[src/hw/wdt_defines.svh]
// Offsets, field positions, reset values and timing counts of the sleep-aware watchdog.
// Assumes a 40 MHz pclk and byte addresses on an APB bus with 32-bit data.
`ifndef WDT_DEFINES_SVH
`define WDT_DEFINES_SVH

// ----------------------------------------------------------------------------
// Register byte offsets
// ----------------------------------------------------------------------------
`define WDT_OFF_CONTROL     8'h00
`define WDT_OFF_STATUS      8'h04
`define WDT_OFF_POWER_CTRL  8'h08

// ----------------------------------------------------------------------------
// Field positions
// ----------------------------------------------------------------------------
`define WDT_CTL_SWEN_BIT    0
`define WDT_CTL_PS_LSB      1
`define WDT_CTL_PS_MSB      5
`define WDT_STS_SLEEP_BIT   0
`define WDT_STS_EXPIRY_BIT  1
`define WDT_POWER_CONTROL_REG_RST_BIT    0

// ----------------------------------------------------------------------------
// Reset values and period codes
// ----------------------------------------------------------------------------
`define WDT_PS_RESET        5'h0b
`define WDT_PS_LAST_VALID   5'h12
`define WDT_PS_BASE_SHIFT   23'h000020

// ----------------------------------------------------------------------------
// Timing
// ----------------------------------------------------------------------------
`define WDT_PCLK_HZ         40000000
`define WDT_LFOSC_HZ        31000
`define WDT_TICK_DIV        (`WDT_PCLK_HZ / `WDT_LFOSC_HZ)

`endif

[src/hw/wdt_pkg.sv]
// Types shared by the sleep-aware watchdog.
// Assumes the defines header is compiled alongside.
package wdt_pkg;

  typedef enum logic [0:0] {
    PWR_AWAKE  = 1'b0,
    PWR_ASLEEP = 1'b1
  } pwr_state_t;

  typedef enum logic [1:0] {
    WD_MODE_OFF      = 2'b00,
    WD_MODE_SOFTWARE = 2'b01,
    WD_MODE_AWAKE    = 2'b10,
    WD_MODE_ALWAYS   = 2'b11
  } wd_mode_t;

  typedef struct packed {
    logic [10:0]        div;
    logic               tick;
    logic [22:0]        cnt;
    pwr_state_t         pwr;
    logic [4:0]         wd_period_select;
    logic               sw_wd_enable;
    logic               expiry_flag_n;
    logic               sleep_flag_n;
    logic               wd_reset_flag_n;
    logic               wd_reset;
    logic               wd_wake;
    logic [31:0]        prdata;
    logic               pready;
    logic               pslverr;
  } wdt_state_t;

endpackage : wdt_pkg

[src/hw/watchdog_timer_sleep_aware.sv]
// Sleep-aware watchdog timer with an APB register slave.
// Assumes the core drives clear, sleep and wake pulses synchronous to pclk.
//
// Our own choices: the placing of the registers and the APB slave port.
`timescale 1ns/10ps
`include "wdt_defines.svh"

module watchdog_timer_sleep_aware (
  // Clock and reset
  input  wire logic        pclk,
  input  wire logic        presetn,
  // APB slave
  input  wire logic        psel,
  input  wire logic        penable,
  input  wire logic        pwrite,
  input  wire logic [7:0]  paddr,
  input  wire logic [31:0] pwdata,
  output logic      [31:0] prdata,
  output logic             pready,
  output logic             pslverr,
  // Core and oscillator side
  input  wire logic [1:0]  wd_mode_config,
  input  wire logic        clear_watchdog_instr,
  input  wire logic        sleep_enter,
  input  wire logic        wake_event,
  input  wire logic        osc_fail,
  input  wire logic        osc_startup_running,
  input  wire logic        sys_clk_is_crystal,
  // Watchdog results
  output logic             wd_reset,
  output logic             wd_wake,
  output logic             device_asleep,
  output logic             expiry_flag_n,
  output logic             sleep_flag_n,
  output logic             wd_reset_flag_n
);

  // --------------------------------------------------------------------------
  // Helpers
  // --------------------------------------------------------------------------
  localparam logic [10:0] TICK_LAST = 11'(`WDT_TICK_DIV - 1);

  // Last count before expiry for a period code; reserved codes fall back to 1:32.
  function automatic logic [22:0] term_of(input logic [4:0] code);
    logic [4:0] e;
    e = (code > `WDT_PS_LAST_VALID) ? 5'h00 : code;
    term_of = (`WDT_PS_BASE_SHIFT << e) - 23'h000001;
  endfunction : term_of

  function automatic logic wd_active(input logic [1:0] mode, input logic swen,
                                     input logic asleep);
    case (wdt_pkg::wd_mode_t'(mode))
      wdt_pkg::WD_MODE_ALWAYS:   wd_active = 1'b1;
      wdt_pkg::WD_MODE_AWAKE:    wd_active = !asleep;
      wdt_pkg::WD_MODE_SOFTWARE: wd_active = swen;
      default:                   wd_active = 1'b0;
    endcase
  endfunction : wd_active

  // --------------------------------------------------------------------------
  // State
  // --------------------------------------------------------------------------
  wdt_pkg::wdt_state_t q;
  wdt_pkg::wdt_state_t n;

  logic        asleep;
  logic        active;
  logic        expire;
  logic        exit_now;
  logic        hold_clear;
  logic        setup;
  logic        access;
  logic        hit_ctl;
  logic        hit_sts;
  logic        hit_power_control_reg;

  assign asleep   = (q.pwr == wdt_pkg::PWR_ASLEEP);
  assign active   = wd_active(wd_mode_config, q.sw_wd_enable, asleep);
  assign setup    = psel && !penable;
  assign access   = psel && penable && q.pready;
  assign hit_ctl  = (paddr == `WDT_OFF_CONTROL);
  assign hit_sts  = (paddr == `WDT_OFF_STATUS);
  assign hit_power_control_reg = (paddr == `WDT_OFF_POWER_CTRL);

  // The start-up timer keeps the count at zero both after reset and after a
  // crystal wake; non-crystal clocks never see it running on exit.
  assign hold_clear = osc_startup_running && (sys_clk_is_crystal || !asleep);

  // Expiry is judged on the count before this cycle's update; every clear of this cycle,
  // from the core, osc_fail or the start-up timer, wins over a late expiry.
  assign expire = active && q.tick && (q.cnt == term_of(q.wd_period_select)) &&
                  !clear_watchdog_instr && !osc_fail && !hold_clear &&
                  !sleep_enter && !wake_event;
  assign exit_now = asleep && (wake_event || expire);

  // --------------------------------------------------------------------------
  // Next state
  // --------------------------------------------------------------------------
  always_comb begin
    n          = q;
    n.wd_reset = 1'b0;
    n.wd_wake  = 1'b0;
    n.tick     = 1'b0;

    // Low-frequency time base derived from pclk.
    if (q.div == TICK_LAST) begin
      n.div  = 11'h000;
      n.tick = 1'b1;
    end else begin
      n.div = q.div + 11'h001;
    end

    // Sleep sequencing.
    case (q.pwr)
      wdt_pkg::PWR_AWAKE: begin
        if (sleep_enter) begin
          n.pwr           = wdt_pkg::PWR_ASLEEP;
          n.expiry_flag_n = 1'b1;
          n.sleep_flag_n  = 1'b0;
        end
      end
      wdt_pkg::PWR_ASLEEP: begin
        if (exit_now) begin
          n.pwr = wdt_pkg::PWR_AWAKE;
        end
      end
      default: n.pwr = wdt_pkg::PWR_AWAKE;
    endcase

    if (clear_watchdog_instr) begin
      n.expiry_flag_n = 1'b1;
      n.sleep_flag_n  = 1'b1;
    end

    // Counter. The oscillator divider setting has no path into this logic.
    if (!active || clear_watchdog_instr || osc_fail || hold_clear) begin
      n.cnt = 23'h000000;
    end else if (sleep_enter && !asleep) begin
      n.cnt = 23'h000000;
    end else if (exit_now) begin
      n.cnt = 23'h000000;
    end else if (expire) begin
      n.cnt = 23'h000000;
    end else if (q.tick) begin
      n.cnt = q.cnt + 23'h000001;
    end

    // APB access: no wait states, writes land at the completing edge.
    n.pready = 1'b0;
    if (setup) begin
      n.pready  = 1'b1;
      n.pslverr = !(hit_ctl || hit_sts || hit_power_control_reg);
      n.prdata  = 32'h00000000;
      if (hit_ctl) begin
        n.prdata[`WDT_CTL_PS_MSB:`WDT_CTL_PS_LSB] = q.wd_period_select;
        n.prdata[`WDT_CTL_SWEN_BIT]               = q.sw_wd_enable;
      end else if (hit_sts) begin
        n.prdata[`WDT_STS_EXPIRY_BIT] = q.expiry_flag_n;
        n.prdata[`WDT_STS_SLEEP_BIT]  = q.sleep_flag_n;
      end else if (hit_power_control_reg) begin
        n.prdata[`WDT_POWER_CONTROL_REG_RST_BIT] = q.wd_reset_flag_n;
      end
    end
    if (access && pwrite && hit_ctl) begin
      n.wd_period_select = pwdata[`WDT_CTL_PS_MSB:`WDT_CTL_PS_LSB];
      n.sw_wd_enable     = pwdata[`WDT_CTL_SWEN_BIT];
    end
    if (access && pwrite && hit_power_control_reg && pwdata[`WDT_POWER_CONTROL_REG_RST_BIT]) begin
      n.wd_reset_flag_n = 1'b1;
    end

    // Expiry outcome; placed last so hardware wins over a software write.
    if (expire) begin
      n.expiry_flag_n = 1'b0;
      if (asleep) begin
        n.wd_wake = 1'b1;
      end else begin
        n.wd_reset        = 1'b1;
        n.wd_reset_flag_n = 1'b0;
        n.sleep_flag_n    = 1'b1;
      end
    end
  end

  // --------------------------------------------------------------------------
  // Registers
  // --------------------------------------------------------------------------
  always_ff @(posedge pclk or negedge presetn) begin
    if (!presetn) begin
      q                  <= '0;
      q.pwr              <= wdt_pkg::PWR_AWAKE;
      q.wd_period_select <= `WDT_PS_RESET;
      q.expiry_flag_n    <= 1'b1;
      q.sleep_flag_n     <= 1'b1;
      q.wd_reset_flag_n  <= 1'b1;
    end else begin
      q <= n;
    end
  end

  assign prdata          = q.prdata;
  assign pready          = q.pready;
  assign pslverr         = q.pslverr;
  assign wd_reset        = q.wd_reset;
  assign wd_wake         = q.wd_wake;
  assign device_asleep   = asleep;
  assign expiry_flag_n   = q.expiry_flag_n;
  assign sleep_flag_n    = q.sleep_flag_n;
  assign wd_reset_flag_n = q.wd_reset_flag_n;
endmodule : watchdog_timer_sleep_aware

[config.mk]
export PLATFORM = sky130hd
export DESIGN_NAME = watchdog_timer_sleep_aware
export DESIGN_NICKNAME = d
export VERILOG_FILES = /design/src/hw/wdt_pkg.sv /design/src/hw/watchdog_timer_sleep_aware.sv
export VERILOG_INCLUDE_DIRS = /design/src /design/src/hw
export SDC_FILE = /design/constraint.sdc
export NUM_CORES = 1
export LEC_CHECK = 0
export BUFFER_PORTS_ARGS = -buffer_cell sky130_fd_sc_hd__buf_2
export CORE_MARGIN = 2
export CORE_UTILIZATION = 55
export DETAILED_ROUTE_END_ITERATION = 10
export PLACE_DENSITY_LB_ADDON = 0.25
export SLEW_MARGIN = 40
export SYNTH_ARGS = -nofsm -noshare
export SYNTH_HDL_FRONTEND = slang
export SYNTH_SLANG_ARGS = --single-unit
[constraint.sdc]
create_clock -name pclk -period 4.4 [get_ports pclk]
set_clock_uncertainty 0.05 [all_clocks]
set_input_delay 0.66 -clock pclk [delete_from_list [all_inputs] [get_ports pclk]]
set_output_delay 0.66 -clock pclk [all_outputs]
set_load 0.005 [all_outputs]
[After elaboration in Yosys (flattened, before gate mapping)]
Cells that the tools add are included.
Operators by class
  $add $sub $neg: 3
  $lt $le $gt $ge: 1
  equality and inequality tests: 8
  shift operators: 1
  multiplexer cells: 25
  bitwise gates (word level): 1
  reductions and logical operators: 37
Operator list (count)
  $mux W23: 5
  $add A23 B1 Y23 const B: 1
  $eq A23 B23 Y1: 1
  $shl A6 B5 Y23 const A: 1
  $sub A23 B1 Y23 const B: 1
  $logic_and A1 B1 Y1: 17
  $add A11 B1 Y11 const B: 1
  $eq A11 B11 Y1 const B: 1
  $mux W11: 1
  $mux W2: 5
  $mux W5: 2
  $logic_not A1 Y1: 9
  $eq A8 B3 Y1 const B: 1
  $eq A8 B4 Y1 const B: 1
  $logic_not A8 Y1: 1
  $mux W1: 8
  $logic_or A1 B1 Y1: 7
  $gt A5 B5 Y1 const B: 1
  $reduce_bool A5 Y1: 1
  $eq A2 B2 Y1 const B: 2
  $mux W4: 1
  $mux W3: 1
  $ne A3 B2 Y1 const B: 1
  $pmux W1 S3: 1
  other kinds (5): 5
Word-level totals
  register bits after elaboration: 55
  output and inout bits: 40

[Logic depth before layout (Yosys ltp)]
  word-level depth: 16
  gate-level depth with buffers: 13
  depth with buffers taken out: 10

[Worst setup path after synthesis]
Ideal clock, no wire load.
  path type: reg-to-reg
  start point: register q[42] in the netlist's numbering
  end point: register q[49] in the netlist's numbering
  library setup time: 0.134 ns
  arrival: 2.772 ns
  data required time: 4.216 ns
  path slack: 1.443 ns
  cell stages (with the launch flop): 13
  period minus slack after synthesis: 2.957 ns
  path through: dfrtp_1 buf_2 a211o_2 a22oi_1 ha_1 buf_2 nand2_1 or3_1 mux2i_1 o211ai_2 nor4_2 buf_6 nor3_1
On the way
  word-level cells in the longest chain between the ends: 16
  elaborated cells on any way between the ends: 18
RTL lines
  from (decl): RTL line watchdog_timer_sleep_aware.sv:63  | wdt_pkg::wdt_state_t q;
  from (signal assigned): RTL line watchdog_timer_sleep_aware.sv:197  | q <= n;
  $gt A5 B5 Y1 (no source line)
  $mux W5 (*): RTL line watchdog_timer_sleep_aware.sv:46  | e = (code > `WDT_PS_LAST_VALID) ? 5'h00 : code;
  $shl A6 B5 Y23 (no source line) (*)
  $sub A23 B1 Y23 (*): RTL line watchdog_timer_sleep_aware.sv:47  | term_of = (`WDT_PS_BASE_SHIFT << e) - 23'h000001;
  $eq A23 B23 Y1 (*): RTL line watchdog_timer_sleep_aware.sv:91  | assign expire = active && q.tick && (q.cnt == term_of(q.wd_period_select)) &&
  $logic_and A1 B1 Y1 (*) (2 in series): RTL line watchdog_timer_sleep_aware.sv:91
  $logic_and A1 B1 Y1 (*) (3 in series): RTL line watchdog_timer_sleep_aware.sv:92  | !clear_watchdog_instr && !osc_fail && !hold_clear &&
  $logic_and A1 B1 Y1 (*): RTL line watchdog_timer_sleep_aware.sv:93  | !sleep_enter && !wake_event;
  $logic_or A1 B1 Y1: RTL line watchdog_timer_sleep_aware.sv:94  | assign exit_now = asleep && (wake_event || expire);
  $logic_and A1 B1 Y1: RTL line watchdog_timer_sleep_aware.sv:94
  $mux W23: RTL line watchdog_timer_sleep_aware.sv:140  | end else if (exit_now) begin
  $mux W23: RTL line watchdog_timer_sleep_aware.sv:138  | end else if (sleep_enter && !asleep) begin
  $mux W23: RTL line watchdog_timer_sleep_aware.sv:136  | if (!active || clear_watchdog_instr || osc_fail || hold_clear) begin
Every way passes the cells marked *; elsewhere a longest branch is shown, timed or not.
A chain may end at the register's enable or synchronous reset.

==> impl_results.md <==
- Antenna Nets Post-Route: 0
- Setup_tns: 0 ns
- Die Y: 86.2 um
- Fmax: 0.275 GHz
- Clock H-tree levels: 2
- First-pass GRT wire length: 12900 um
- Share of cells above drive strength 1: 0.186
- Synth warn: 0
- Number of synthesized flops with an enable pin: 0
- Peak supply drop: 164 uV
- Unrepaired setup endpoints after global routing: no
- CTS max path bufs: 2
- Leakage Power: 1.68 nW
- Iteration count of the initial detailed-routing pass: 4
- Initial antenna violation count: 0
- Delay-heaviest family, CP: compound AO/OA/AOI/OAI gates
- CP Max Fanout: 20
- Gate Count Post-Synth: 407
- Max-Cap Viols: 0
- TritonCTS clock tree: yes
- GP Congestion: 0.875
- DR iter-0 viols: 117
- Area grow syn2layout: 3.17%
- # hold bufs at CTS: 0
- Top-count cell post-synth: dfrtp_1
- Synth async-reset ratio: 1.00
- Die area: 7420 um^2
- Worst-Margin Slew: 0.664 ns
- CP startpoint kind: register
- Req. time, crit path: 4.61 ns
- DRC viols: 0
- Worst skew pair latency: 0.32 ns
- Vias: 2854
- Finished Core Util: 0.596
- Inserted Diodes: 0
- Area of the core: 6420 um^2
- Post-CTS sizing: 0
- Synthesized area: 3710 um^2
- Port buffer count: 40
- CP max-delay cell: ha_1
- Worst Path Arrival: 3.84 ns
- Max Transition Viols Final: 0
- Starting density of the core: 0.578
- Nets@finish: 485
- Status: finished, final reports clean
- Distinct cells, synth: 64
- Grt ovf: 0
- Crit path capture type: register
- Io pins: 93
- Final Setup Violations: 0
- Final period util: 0.826
- Share of the synthesized area in the top cell type: 0.330
- DR vias/cell: 5.64
- Post-CTS Setup Inserts: 0
- Critical path buffer and inverter count: 1
- Synth area leaders: dfrtp_1 33%, buf_4 7.1%, xor2_1 5.0%, xnor2_1 4.7%, dfstp_2 4.2%
- Sink Count: 55
- Filler Cells Inserted: 565
- Die width: 86.2 um
- Std cell rows: 29
- Final Hold Fails: 0
- Post-synth top area cell: dfrtp_1
- Power per cell area: 227 nW/um^2
- Synth top cells by count: 49 x dfrtp_1, 35 x buf_4, 34 x nor2_1, 23 x nand2_1
- Dpl hpwl: 5670 um
- Clock-pin slew of the registers on the worst-case setup and hold paths: 0.11 ns
- Min-Delay Path Class: input port to asynchronous set/reset pin
- Vias in the first global route: 2724
- Syn avg cell area: 9.12 um^2
- Flops & latches, synth: 55
- Clk root buf: clkbuf_8
- Main flop type after synthesis: dfrtp_1
- Critical-path cell list: a211o_2 -> a22oi_1 -> ha_1 -> inv_1 -> o32ai_1 -> or3_1 -> and3_1 -> nand4_1 -> or4_1 -> o21a_1
- Tot GR Track Use: 0.218
- Pin count of the biggest net entering global routing: 33
- Final wirelength: 7590 um
- Post-layout min period: 3.63 ns
- WL/cell: 15.0 um
- Setup CP Type: register to register
- Worst path max stage delay: 0.55 ns
- Slew margin rel.: 0.553
- Register area share after synthesis: 0.373
- CTS buffer count: 5
## per-layer routing
metal	track usage	vias up	part of all wire	wire (um)
li1	-	1422	-	-
met1	0.308	1355	0.48	3610
met2	0.342	67	0.47	3600
met3	0.0366	10	0.038	285
met4	0.0693	0	0.012	91
met5	0	-	0	0
## per-stage QoR
step	instances	hold WS (ns)	setup slack, ns	area [um^2]	power [W]
after floorplan	432	0.314	1.44	3810	0.000578
after global placement	498	0.408	0.921	3740	0.000596
after detailed placement	498	0.419	0.869	3740	0.000597
after CTS	506	0.266	0.844	3830	0.000879
after global routing	506	0.286	0.491	3830	0.000914
final	506	0.256	0.768	3830	0.000870
## flip-flops by register name, indices dropped and copies added, names as in the netlist
register         flops
device_asleep        1
expiry_flag_n        1
prdata               6
pready               1
pslverr              1
q                   41
sleep_flag_n         1
wd_reset             1
wd_reset_flag_n      1
wd_wake              1
## cell usage in the layout, fill, tap and decap left out, types with 3 or more instances in the layout
cell,instances
dfrtp_1,49
buf_2,40
nor2_1,34
conb_1,26
nand2_1,23
xor2_1,21
nor3_1,21
xnor2_1,20
nand3_1,19
inv_1,14
a21oi_1,14
nand4_1,13
o21ai_0,7
mux2i_1,7
and3_1,6
or3_1,6
mux2_2,6
dfstp_2,6
nor4_1,5
clkbuf_8,5
buf_4,5
nor4b_1,4
a22oi_1,4
nand3b_1,4
a211oi_1,4
nand2b_1,4
a22o_1,4
ha_1,4
and4_1,3
or2_2,3
a31oi_1,3
o22ai_1,3
o21a_1,3
## cells by family (layout without fill, tap and decap cells)
logic type / count (synthesis) / after routing / synth area share
buffers and inverters: 70 / 67 / 0.122
AND/OR/NAND/NOR: 164 / 164 / 0.247
other: 1 / 26 / 0.00101
flip-flops: 55 / 55 / 0.373
XOR/XNOR: 41 / 41 / 0.0967
multiplexers: 13 / 13 / 0.0371
adder cells (fa/ha/maj): 4 / 4 / 0.0135
AO/OA/AOI/OAI: 59 / 59 / 0.111
## area by class of cell
type | count | area [um^2] | area share
Tap cell | 77 | 96.3 | 0.0252
Clock buffer | 6 | 72.6 | 0.0189
Inverter | 14 | 52.6 | 0.0137
Sequential cell | 55 | 1380 | 0.361
Multi-Input combinational cell | 307 | 1970 | 0.515
Clock inverter | 2 | 16.3 | 0.00425
Timing Repair Buffer | 45 | 238 | 0.0621
## worst reg2reg max path, stage by stage, from the launching register on
cell	delay, ns
dfstp_2	0.50
a211o_2	0.42
a22oi_1	0.28
ha_1	0.55
inv_1	0.27
o32ai_1	0.45
or3_1	0.19
and3_1	0.16
nand4_1	0.09
or4_1	0.48
o21a_1	0.14
## path summary, 6_finish.rpt
| check | slack [ns] | cells past startpoint | from | end |
|---|---|---|---|---|
| max | 0.77 | 10 | q[40]$_DFFE_PN1P_ | wd_reset_flag_n$_DFF_PN1_ |
| min | 0.26 | 1 | presetn | pready$_DFF_PN0_ |
| max reg2reg | 0.77 | 10 | q[40]$_DFFE_PN1P_ | wd_reset_flag_n$_DFF_PN1_ |
| min reg2reg | 0.44 | 2 | prdata[0]$_DFFE_PN0P_ | prdata[0]$_DFFE_PN0P_ |
| max in group asynchronous | 3.22 | 2 | presetn | q[77]$_DFF_PN0_ |
| min in group pclk | 0.44 | 2 | prdata[0]$_DFFE_PN0P_ | prdata[0]$_DFFE_PN0P_ |
## where the power goes
part            total, W  leakage [nW]  internal, W  switching [W]
Combinational  0.0000713         0.910    0.0000263      0.0000449
Clock           0.000282        0.0418     0.000115       0.000168
Sequential      0.000516         0.727     0.000511     0.00000573
No activity file was read; power rests on OpenSTA's default activity.
